<file path="src/inc/ftf_pkg.sv">
/*
 package for the fifo host controller: pin timing, widths and state names.
 assumes a 40 mhz system clock and a fall-through fifo chip on plain pins.
*/
package ftf_pkg;
	localparam int CLK_PERIOD_NS = 25;
	localparam int NIBBLE_W = 4;
	localparam int FIFO_DEPTH = 64;
	localparam int CLEAR_LOW_NS = 10;
	localparam int RECOVERY_NS = 35;
	localparam int LATENCY_NS = 1000;
	localparam int PULSE_HIGH_NS = 10;
	// least times round up, none below one cycle
	localparam int CLEAR_CYC = (CLEAR_LOW_NS + CLK_PERIOD_NS - 1) / CLK_PERIOD_NS;
	localparam int RECOVERY_CYC = (RECOVERY_NS + CLK_PERIOD_NS - 1) / CLK_PERIOD_NS;
	localparam int PULSE_CYC = (PULSE_HIGH_NS + CLK_PERIOD_NS - 1) / CLK_PERIOD_NS;
	// full/empty wait is a least time, so round up
	localparam int LATENCY_CYC = (LATENCY_NS + CLK_PERIOD_NS - 1) / CLK_PERIOD_NS;
	localparam int CNT_W = 8;
	typedef logic [NIBBLE_W-1:0] ftf_nibble_t;
	typedef enum logic [1:0] {FTF_CLEAR, FTF_RECOVER, FTF_RUN} ftf_mode_e;
	typedef enum logic [1:0] {FTF_W_IDLE, FTF_W_HIGH, FTF_W_LOW} ftf_wr_e;
	typedef enum logic [1:0] {FTF_R_IDLE, FTF_R_HIGH, FTF_R_LOW} ftf_rd_e;
endpackage

</file>
<file path="src/design/ftf_host.sv">
/*
 host controller driving a 64 x 4 fall-through fifo through its pins.
 assumes the fifo pins are synchronous to clk_in and the chip honours its handshakes.
*/
// Overview of operation
// - push only while space_avail high
// - pop only while output valid high
// - long low ready means full/empty
// - wait 35 ns after clear before push
// - hold clear low at least 10 ns
module ftf_host
	import ftf_pkg::*;
(
	// clock and reset
	input wire logic clk_in,
	input wire logic rst_b_in,
	// user control
	input wire logic clear_req_in,
	input wire logic wr_valid_in,
	input wire ftf_pkg::ftf_nibble_t wr_data_in,
	output logic wr_ready_out,
	input wire logic rd_ready_in,
	output logic rd_valid_out,
	output ftf_pkg::ftf_nibble_t rd_data_out,
	output logic full_out,
	output logic empty_out,
	// fifo chip pins
	output logic clear_n_out,
	output logic push_out,
	output ftf_pkg::ftf_nibble_t wr_nibble_out,
	input wire logic space_avail_in,
	output logic pop_out,
	input wire logic out_valid_in,
	input wire ftf_pkg::ftf_nibble_t rd_nibble_in
);
	import ftf_pkg::*;

	ftf_mode_e mode_ff, nxt_mode;
	logic [CNT_W-1:0] mcnt_ff, nxt_mcnt;
	ftf_wr_e wst_ff, nxt_wst;
	ftf_rd_e rst_ff, nxt_rst;
	logic [CNT_W-1:0] wcnt_ff, nxt_wcnt, rcnt_ff, nxt_rcnt;
	ftf_nibble_t wdat_ff, nxt_wdat, rdat_ff, nxt_rdat;
	logic rvld_ff, nxt_rvld;
	logic [CNT_W-1:0] fcnt_ff, nxt_fcnt, ecnt_ff, nxt_ecnt;
	logic running;

	assign running = (mode_ff == FTF_RUN);

	// clear sequencing
	always_comb
	begin
		nxt_mode = mode_ff;
		nxt_mcnt = mcnt_ff;
		unique case (mode_ff)
			FTF_CLEAR:
			begin
				if (mcnt_ff >= CNT_W'(CLEAR_CYC))
				begin
					nxt_mode = FTF_RECOVER;
					nxt_mcnt = '0;
				end
				else
					nxt_mcnt = mcnt_ff + 1'b1;
			end
			FTF_RECOVER:
			begin
				if (mcnt_ff >= CNT_W'(RECOVERY_CYC))
					nxt_mode = FTF_RUN;
				else
					nxt_mcnt = mcnt_ff + 1'b1;
			end
			FTF_RUN:
			begin
				if (clear_req_in && wst_ff == FTF_W_IDLE && rst_ff == FTF_R_IDLE)
				begin
					nxt_mode = FTF_CLEAR;
					nxt_mcnt = '0;
				end
			end
		endcase
	end

	always_ff @(posedge clk_in)
	begin
		if (!rst_b_in)
		begin
			mode_ff <= FTF_CLEAR;
			mcnt_ff <= '0;
		end
		else
		begin
			mode_ff <= nxt_mode;
			mcnt_ff <= nxt_mcnt;
		end
	end

	// write side: push pulse of PULSE_CYC high then PULSE_CYC low
	always_comb
	begin
		nxt_wst = wst_ff;
		nxt_wcnt = wcnt_ff;
		nxt_wdat = wdat_ff;
		unique case (wst_ff)
			FTF_W_IDLE:
			begin
				if (running && !clear_req_in && wr_valid_in && space_avail_in)
				begin
					nxt_wst = FTF_W_HIGH;
					nxt_wdat = wr_data_in;
					nxt_wcnt = '0;
				end
			end
			FTF_W_HIGH:
			begin
				if (wcnt_ff + 1'b1 >= CNT_W'(PULSE_CYC))
				begin
					nxt_wst = FTF_W_LOW;
					nxt_wcnt = '0;
				end
				else
					nxt_wcnt = wcnt_ff + 1'b1;
			end
			FTF_W_LOW:
			begin
				if (wcnt_ff + 1'b1 >= CNT_W'(PULSE_CYC))
					nxt_wst = FTF_W_IDLE;
				else
					nxt_wcnt = wcnt_ff + 1'b1;
			end
			default: nxt_wst = FTF_W_IDLE;
		endcase
	end

	always_ff @(posedge clk_in)
	begin
		if (!rst_b_in)
		begin
			wst_ff <= FTF_W_IDLE;
			wcnt_ff <= '0;
			wdat_ff <= '0;
		end
		else
		begin
			wst_ff <= nxt_wst;
			wcnt_ff <= nxt_wcnt;
			wdat_ff <= nxt_wdat;
		end
	end

	// read side: latch word, then pop pulse
	always_comb
	begin
		nxt_rst = rst_ff;
		nxt_rcnt = rcnt_ff;
		nxt_rdat = rdat_ff;
		nxt_rvld = rvld_ff;
		if (rvld_ff && rd_ready_in)
			nxt_rvld = 1'b0;
		// a clear also drops the word held for the user
		if (mode_ff == FTF_CLEAR)
			nxt_rvld = 1'b0;
		unique case (rst_ff)
			FTF_R_IDLE:
			begin
				if (running && out_valid_in && !nxt_rvld)
				begin
					nxt_rdat = rd_nibble_in;
					nxt_rvld = 1'b1;
					nxt_rst = FTF_R_HIGH;
					nxt_rcnt = '0;
				end
			end
			FTF_R_HIGH:
			begin
				if (rcnt_ff + 1'b1 >= CNT_W'(PULSE_CYC))
				begin
					nxt_rst = FTF_R_LOW;
					nxt_rcnt = '0;
				end
				else
					nxt_rcnt = rcnt_ff + 1'b1;
			end
			FTF_R_LOW:
			begin
				if (rcnt_ff + 1'b1 >= CNT_W'(PULSE_CYC))
					nxt_rst = FTF_R_IDLE;
				else
					nxt_rcnt = rcnt_ff + 1'b1;
			end
			default: nxt_rst = FTF_R_IDLE;
		endcase
	end

	always_ff @(posedge clk_in)
	begin
		if (!rst_b_in)
		begin
			rst_ff <= FTF_R_IDLE;
			rcnt_ff <= '0;
			rdat_ff <= '0;
			rvld_ff <= 1'b0;
		end
		else
		begin
			rst_ff <= nxt_rst;
			rcnt_ff <= nxt_rcnt;
			rdat_ff <= nxt_rdat;
			rvld_ff <= nxt_rvld;
		end
	end

	// full and empty: ready lines low for the fall-through latency
	always_comb
	begin
		nxt_fcnt = fcnt_ff;
		nxt_ecnt = ecnt_ff;
		if (!running || space_avail_in)
			nxt_fcnt = '0;
		else if (fcnt_ff < CNT_W'(LATENCY_CYC))
			nxt_fcnt = fcnt_ff + 1'b1;
		if (!running || out_valid_in)
			nxt_ecnt = '0;
		else if (ecnt_ff < CNT_W'(LATENCY_CYC))
			nxt_ecnt = ecnt_ff + 1'b1;
	end

	always_ff @(posedge clk_in)
	begin
		if (!rst_b_in)
		begin
			fcnt_ff <= '0;
			ecnt_ff <= '0;
		end
		else
		begin
			fcnt_ff <= nxt_fcnt;
			ecnt_ff <= nxt_ecnt;
		end
	end

	assign clear_n_out = (mode_ff != FTF_CLEAR);
	assign push_out = (wst_ff == FTF_W_HIGH);
	assign wr_nibble_out = wdat_ff;
	assign pop_out = (rst_ff == FTF_R_HIGH);
	assign wr_ready_out = running && !clear_req_in && (wst_ff == FTF_W_IDLE) && space_avail_in;
	assign rd_valid_out = rvld_ff;
	assign rd_data_out = rdat_ff;
	assign full_out = (fcnt_ff >= CNT_W'(LATENCY_CYC));
	assign empty_out = (ecnt_ff >= CNT_W'(LATENCY_CYC));

	property p_push_needs_space;
		@(posedge clk_in) disable iff (!rst_b_in)
		$rose(push_out) |-> $past(space_avail_in);
	endproperty
	a_push_needs_space: assert property (p_push_needs_space) else $error("push without space");

	property p_pop_needs_valid;
		@(posedge clk_in) disable iff (!rst_b_in)
		$rose(pop_out) |-> $past(out_valid_in);
	endproperty
	a_pop_needs_valid: assert property (p_pop_needs_valid) else $error("pop without valid");

	property p_clear_width;
		@(posedge clk_in) disable iff (!rst_b_in)
		$fell(clear_n_out) |-> !clear_n_out [*2];
	endproperty
	a_clear_width: assert property (p_clear_width) else $error("clear too short");

	property p_recovery;
		@(posedge clk_in) disable iff (!rst_b_in)
		$rose(clear_n_out) |-> !push_out [*2];
	endproperty
	a_recovery: assert property (p_recovery) else $error("push too soon after clear");

	property p_data_stable;
		@(posedge clk_in) disable iff (!rst_b_in)
		$fell(push_out) |-> $stable(wr_nibble_out);
	endproperty
	a_data_stable: assert property (p_data_stable) else $error("write data moved");

	property p_no_push_in_clear;
		@(posedge clk_in) disable iff (!rst_b_in)
		!clear_n_out |-> !push_out && !pop_out;
	endproperty
	a_no_push_in_clear: assert property (p_no_push_in_clear) else $error("strobe in clear");

	property p_capture;
		@(posedge clk_in) disable iff (!rst_b_in)
		$rose(pop_out) |-> rd_data_out == $past(rd_nibble_in);
	endproperty
	a_capture: assert property (p_capture) else $error("read word not captured");

	property p_full_flag;
		@(posedge clk_in) disable iff (!rst_b_in)
		full_out |-> !$past(space_avail_in);
	endproperty
	a_full_flag: assert property (p_full_flag) else $error("full flag wrong");

	c_write: cover property (@(posedge clk_in) $fell(push_out));
	c_read: cover property (@(posedge clk_in) $fell(pop_out));
	c_full: cover property (@(posedge clk_in) $rose(full_out));
	c_empty: cover property (@(posedge clk_in) $rose(empty_out));
endmodule

</file>
<file path="config.mk">
export PLATFORM = sky130hd
export DESIGN_NAME = ftf_host
export DESIGN_NICKNAME = d
export VERILOG_FILES = /design/src/inc/ftf_pkg.sv /design/src/design/ftf_host.sv
export SDC_FILE = /design/constraint.sdc
export NUM_CORES = 1
export LEC_CHECK = 0
export ABC_CLOCK_PERIOD_IN_PS = 2020
export BUFFER_PORTS_ARGS = -buffer_cell sky130_fd_sc_hd__buf_4
export CAP_MARGIN = 0
export CORE_ASPECT_RATIO = 2
export CORE_UTILIZATION = 50
export CTS_BUF_LIST = sky130_fd_sc_hd__clkbuf_16
export DETAILED_ROUTE_END_ITERATION = 8
export GPL_TIMING_DRIVEN = 0
export PLACE_DENSITY = 0.8
export RECOVER_POWER = 25
export SETUP_SLACK_MARGIN = 0.5
export SLEW_MARGIN = 0
export SYNTH_ARGS = -nofsm -noshare
export SYNTH_HDL_FRONTEND = slang
export SYNTH_SLANG_ARGS = --single-unit
</file>
<file path="constraint.sdc">
create_clock -name clk_in -period 2.02 [get_ports clk_in]
set_clock_uncertainty 0.15 [all_clocks]
set_input_delay 0.101 -clock clk_in [delete_from_list [all_inputs] [get_ports clk_in]]
set_output_delay 0.101 -clock clk_in [all_outputs]
set_load 0.1 [all_outputs]
</file>
==> metrics.md <==
| Metric | Value |
|---|---|
| Number of max-slew violations in the final report | `0` |
| Total power density per cell area | `between 900 and 1000 mW/mm²` |
| Total clock sinks | `55` |
| Pre-CTS setup slack | `-20.0 ps` |
| Number of library cell types mapped by synthesis | `49` |
| Setup repair after global routing missed its margin | `true` |
| Final Power | `3.69 mW` |
| Total wirelength of the detailed-routed design | `around 8400 µm` |
| IR Drop Worst-Case VDD | `between 0.0009 and 0.001 V` |
| Worst min path class | `in2reg` |
| Instance area at placement | `~0.0032 mm²` |
| Critical path peak fanout | `7` |
| Inserted Clock Buffers | `5` |
| Terminus of the critical flop-to-flop path | `wst_ff[1]$_SDFFE_PN0P_` |
| Number of diodes added for antenna fixing | `0` |
| Post-Synthesis Cells | `between 300 and 400` |
| Vias per std cell | `slightly below 6` |
| Share of async-settable or async-resettable flops after synthesis | `0%` |
| Reg2Reg Depth | `8` |
| Type of destination of the critical path | `flop` |
| Count of antenna-violating nets left after detailed routing | `0` |
| Die Outline Area | `~0.0057 mm²` |
| Clk pin slew, worst setup/hold paths | `~80 ps` |
| Number of setup violations in the final report | `1` |
| Post-route setup slack | `-36.1 ps` |
| Violation count after the first detailed-route iteration | `61` |
| Number of global-route vias before repair | `2572` |
| Worst Hold Margin | `around 100 ps` |
| Clock period minus final worst setup slack | `~2100 ps` |
| Final hold violation count | `0` |
| Highest-count cells in the layout ignoring fill and taps | `sky130_fd_sc_hd__nor2_1 (36), sky130_fd_sc_hd__buf_4 (36), sky130_fd_sc_hd__dfxtp_1 (33), sky130_fd_sc_hd__inv_1 (19), sky130_fd_sc_hd__nand2_1 (19)` |
| Mapped Area | `approximately 0.0027 mm²` |
| Number of nets in the layout | `between 400 and 500` |
| Buffers added on ports | `29` |
| Final design instance area without fill | `just over 0.004 mm²` |
| Launch point of the worst hold path | `rst_b_in` |
| Overall via count from detail_route | `~2600` |
| Final standard cell count with taps included and fillers excluded | `437` |
| Number of levels in the clock H-tree | `2` |
| CTS tree | `yes` |
| Top FF cell, synth | `sky130_fd_sc_hd__dfxtp_1` |
| Initial antenna violation count | `0` |
| F_max | `a little under 500 MHz` |
| Launching element type of the critical path | `flop` |
| Worst reg2reg setup slack | `-40 ps` |
| Placed instance count | `388` |
| Syn Area/Cell | `around 9 µm²` |
| Final period utilization | `102%` |
| First-pass GRT wire length | `between 10000 and 15000 µm` |
| Average routed wire per standard cell | `~19 µm` |
| Die extent in y | `~110 µm` |
| Ratio of cells with drive above 1 in the final layout | `a little under half` |
| Warnings from Yosys | `0` |
| Path type of the worst setup path | `reg2reg` |
| # Max-Cap Violations | `0` |
| IO Count | `30` |
| Area added between synthesis and finish | `49.6%` |
| Effective utilization at floorplan | `52.4%` |
| Skew-Pair Late Insertion Delay | `310 ps` |
| Cell depth of the worst hold path | `3` |
| Total of flip-flops plus latches after synthesis | `55` |
| Result of the run | `finished with violations` |
| Combined global-route utilization of all metal layers | `28.0%` |
| Maximum root-to-sink buffer count | `2` |
| Total congestion overflow after global routing | `0` |
| Slew at the pin closest to its max-slew limit | `551 ps` |
| Sequential fraction of the synthesis area | `40.6%` |
| DRC violations left | `0` |
| Critical Path RT | `~2100 ps` |
| Data arrival time of the critical path | `2120 ps` |
| Detail Placement HPWL | `4140 µm` |
| Final setup TNS | `-36.1 ps` |
| Cell at the root of the clock tree | `sky130_fd_sc_hd__clkbuf_16` |
| Worst R2R Start | `wcnt_ff[1]$_SDFFE_PN0P_` |
| Synth Net Count | `340` |
| Pleak | `between 1.5 and 2 nW` |
| Number of enable flip-flop cells after synthesis | `0` |
| Global placer's final weighted congestion | `~0.79` |
| Row count | `37` |
| Worst-case hold path end point | `wcnt_ff[0]$_SDFFE_PN0P_` |
| Width of the die | `54.1 µm` |
| Router iterations before antenna repair | `4` |
| Violated checks | `negative setup slack` |
| Final cell utilization of the core | `between 70 and 80%` |
| Largest net degree at the start of global routing | `17` |
| Core Box Area | `between 0.005 and 0.006 mm²` |
| Fill cell total of the finished layout | `between 200 and 300` |
| Max-slew headroom | `63.4%` |
## cell type report
| cell class | count | area [µm²] | share of cell area [%] |
|---|---|---|---|
| flip-flops and latches | 55 | 1160 | 28.5 |
| multi-input cells | 210 | 1900 | 46.8 |
| well taps | 58 | 72.6 | 1.79 |
| inverters | 29 | 134 | 3.30 |
| repair buffers | 70 | 588 | 14.5 |
| plain buffers | 7 | 68.8 | 1.69 |
| clock inverters | 3 | 15.0 | 0.370 |
| clock buffers | 5 | 125 | 3.08 |
## cells in the mapped netlist (2+ instances only)
library cell,instances,area [µm²]
sky130_fd_sc_hd__a31o_1,2,17.5
sky130_fd_sc_hd__xnor2_1,4,35.0
sky130_fd_sc_hd__nand3_1,9,45.0
sky130_fd_sc_hd__mux2i_1,12,120
sky130_fd_sc_hd__and4_2,3,30.0
sky130_fd_sc_hd__nor4_1,2,12.5
sky130_fd_sc_hd__xor2_1,6,52.6
sky130_fd_sc_hd__ha_1,24,300
sky130_fd_sc_hd__and3_2,6,45.0
sky130_fd_sc_hd__clkbuf_1,7,26.3
sky130_fd_sc_hd__nand4_1,5,31.3
sky130_fd_sc_hd__inv_1,29,109
sky130_fd_sc_hd__nor2_1,47,176
sky130_fd_sc_hd__or2_2,2,12.5
sky130_fd_sc_hd__nor2b_1,4,25.0
sky130_fd_sc_hd__a31oi_1,3,18.8
sky130_fd_sc_hd__or3_1,2,12.5
sky130_fd_sc_hd__and3_1,7,43.8
sky130_fd_sc_hd__nor3_1,2,10.0
sky130_fd_sc_hd__dfxtp_1,55,1100
sky130_fd_sc_hd__a211oi_1,5,37.5
sky130_fd_sc_hd__a21oi_1,8,40.0
sky130_fd_sc_hd__a41oi_1,5,43.8
sky130_fd_sc_hd__and4_1,2,17.5
sky130_fd_sc_hd__nand2_1,20,75.1
sky130_fd_sc_hd__o22ai_1,2,12.5
sky130_fd_sc_hd__a211o_1,2,17.5
sky130_fd_sc_hd__o21ai_0,5,25.0
## logic make-up after synthesis
group | after synthesis | share of synthesized area, %
fa+ha+maj | 24 | 11.1
buf+inv | 36 | 4.98
mux | 12 | 4.42
simple gates | 118 | 22.0
compound gates | 46 | 13.7
xor+xnor | 10 | 3.23
flops | 55 | 40.6
## power breakdown
part           switching (mW)  internal, mW  total (mW)
combinational           0.953         0.644        1.60
clock                   0.416         0.452       0.869
sequential             0.0804          1.14        1.22
## critical path: stages (launching register included)
cell and delay [ps]:
sky130_fd_sc_hd__dfxtp_4 400, sky130_fd_sc_hd__ha_4 180, sky130_fd_sc_hd__nor2b_4 50, sky130_fd_sc_hd__o31ai_4 210, sky130_fd_sc_hd__a2111oi_4 100, sky130_fd_sc_hd__buf_4 170, sky130_fd_sc_hd__buf_6 120, sky130_fd_sc_hd__or3b_1 410
sky130_fd_sc_hd__a31oi_1 170
## routing by layer
metal / GRT usage (%) / wire [µm]
met1: 26.7 / 2930
met4: 16.5 / 332
met2: 51.1 / 4860
met5: 0 / 0
met3: 5.29 / 317
## how the worst max path moves through the flow
stage	startpoint	end
6_report	wcnt_ff[1]$_SDFFE_PN0P_	wst_ff[1]$_SDFFE_PN0P_
5_1_grt	wcnt_ff[1]$_SDFFE_PN0P_	wst_ff[1]$_SDFFE_PN0P_
4_1_cts	wcnt_ff[1]$_SDFFE_PN0P_	wst_ff[1]$_SDFFE_PN0P_
3_5_place_dp	wcnt_ff[1]$_SDFFE_PN0P_	wcnt_ff[0]$_SDFFE_PN0P_
3_3_place_gp	wcnt_ff[1]$_SDFFE_PN0P_	wcnt_ff[0]$_SDFFE_PN0P_
2_1_floorplan	wcnt_ff[1]$_SDFFE_PN0P_	wcnt_ff[0]$_SDFFE_PN0P_
## repair_timing
item	4_1_cts	5_1_grt
setup endpoints to repair	58	58
gates resized for setup	79	44
hold buffers	8	0
setup buffers	24	9
pin swaps	30	23
endpoints found under the hold margin	8	0
## state kept, by name, indices dropped and copies added (netlist names), 2 cells and up
name	flops
ecnt_ff	8
fcnt_ff	8
mcnt_ff	8
mode_ff	2
rcnt_ff	8
rd_data_out	4
rst_ff	2
wcnt_ff	8
wr_nibble_out	4
wst_ff	2
(Power assumes the default switching activity.)
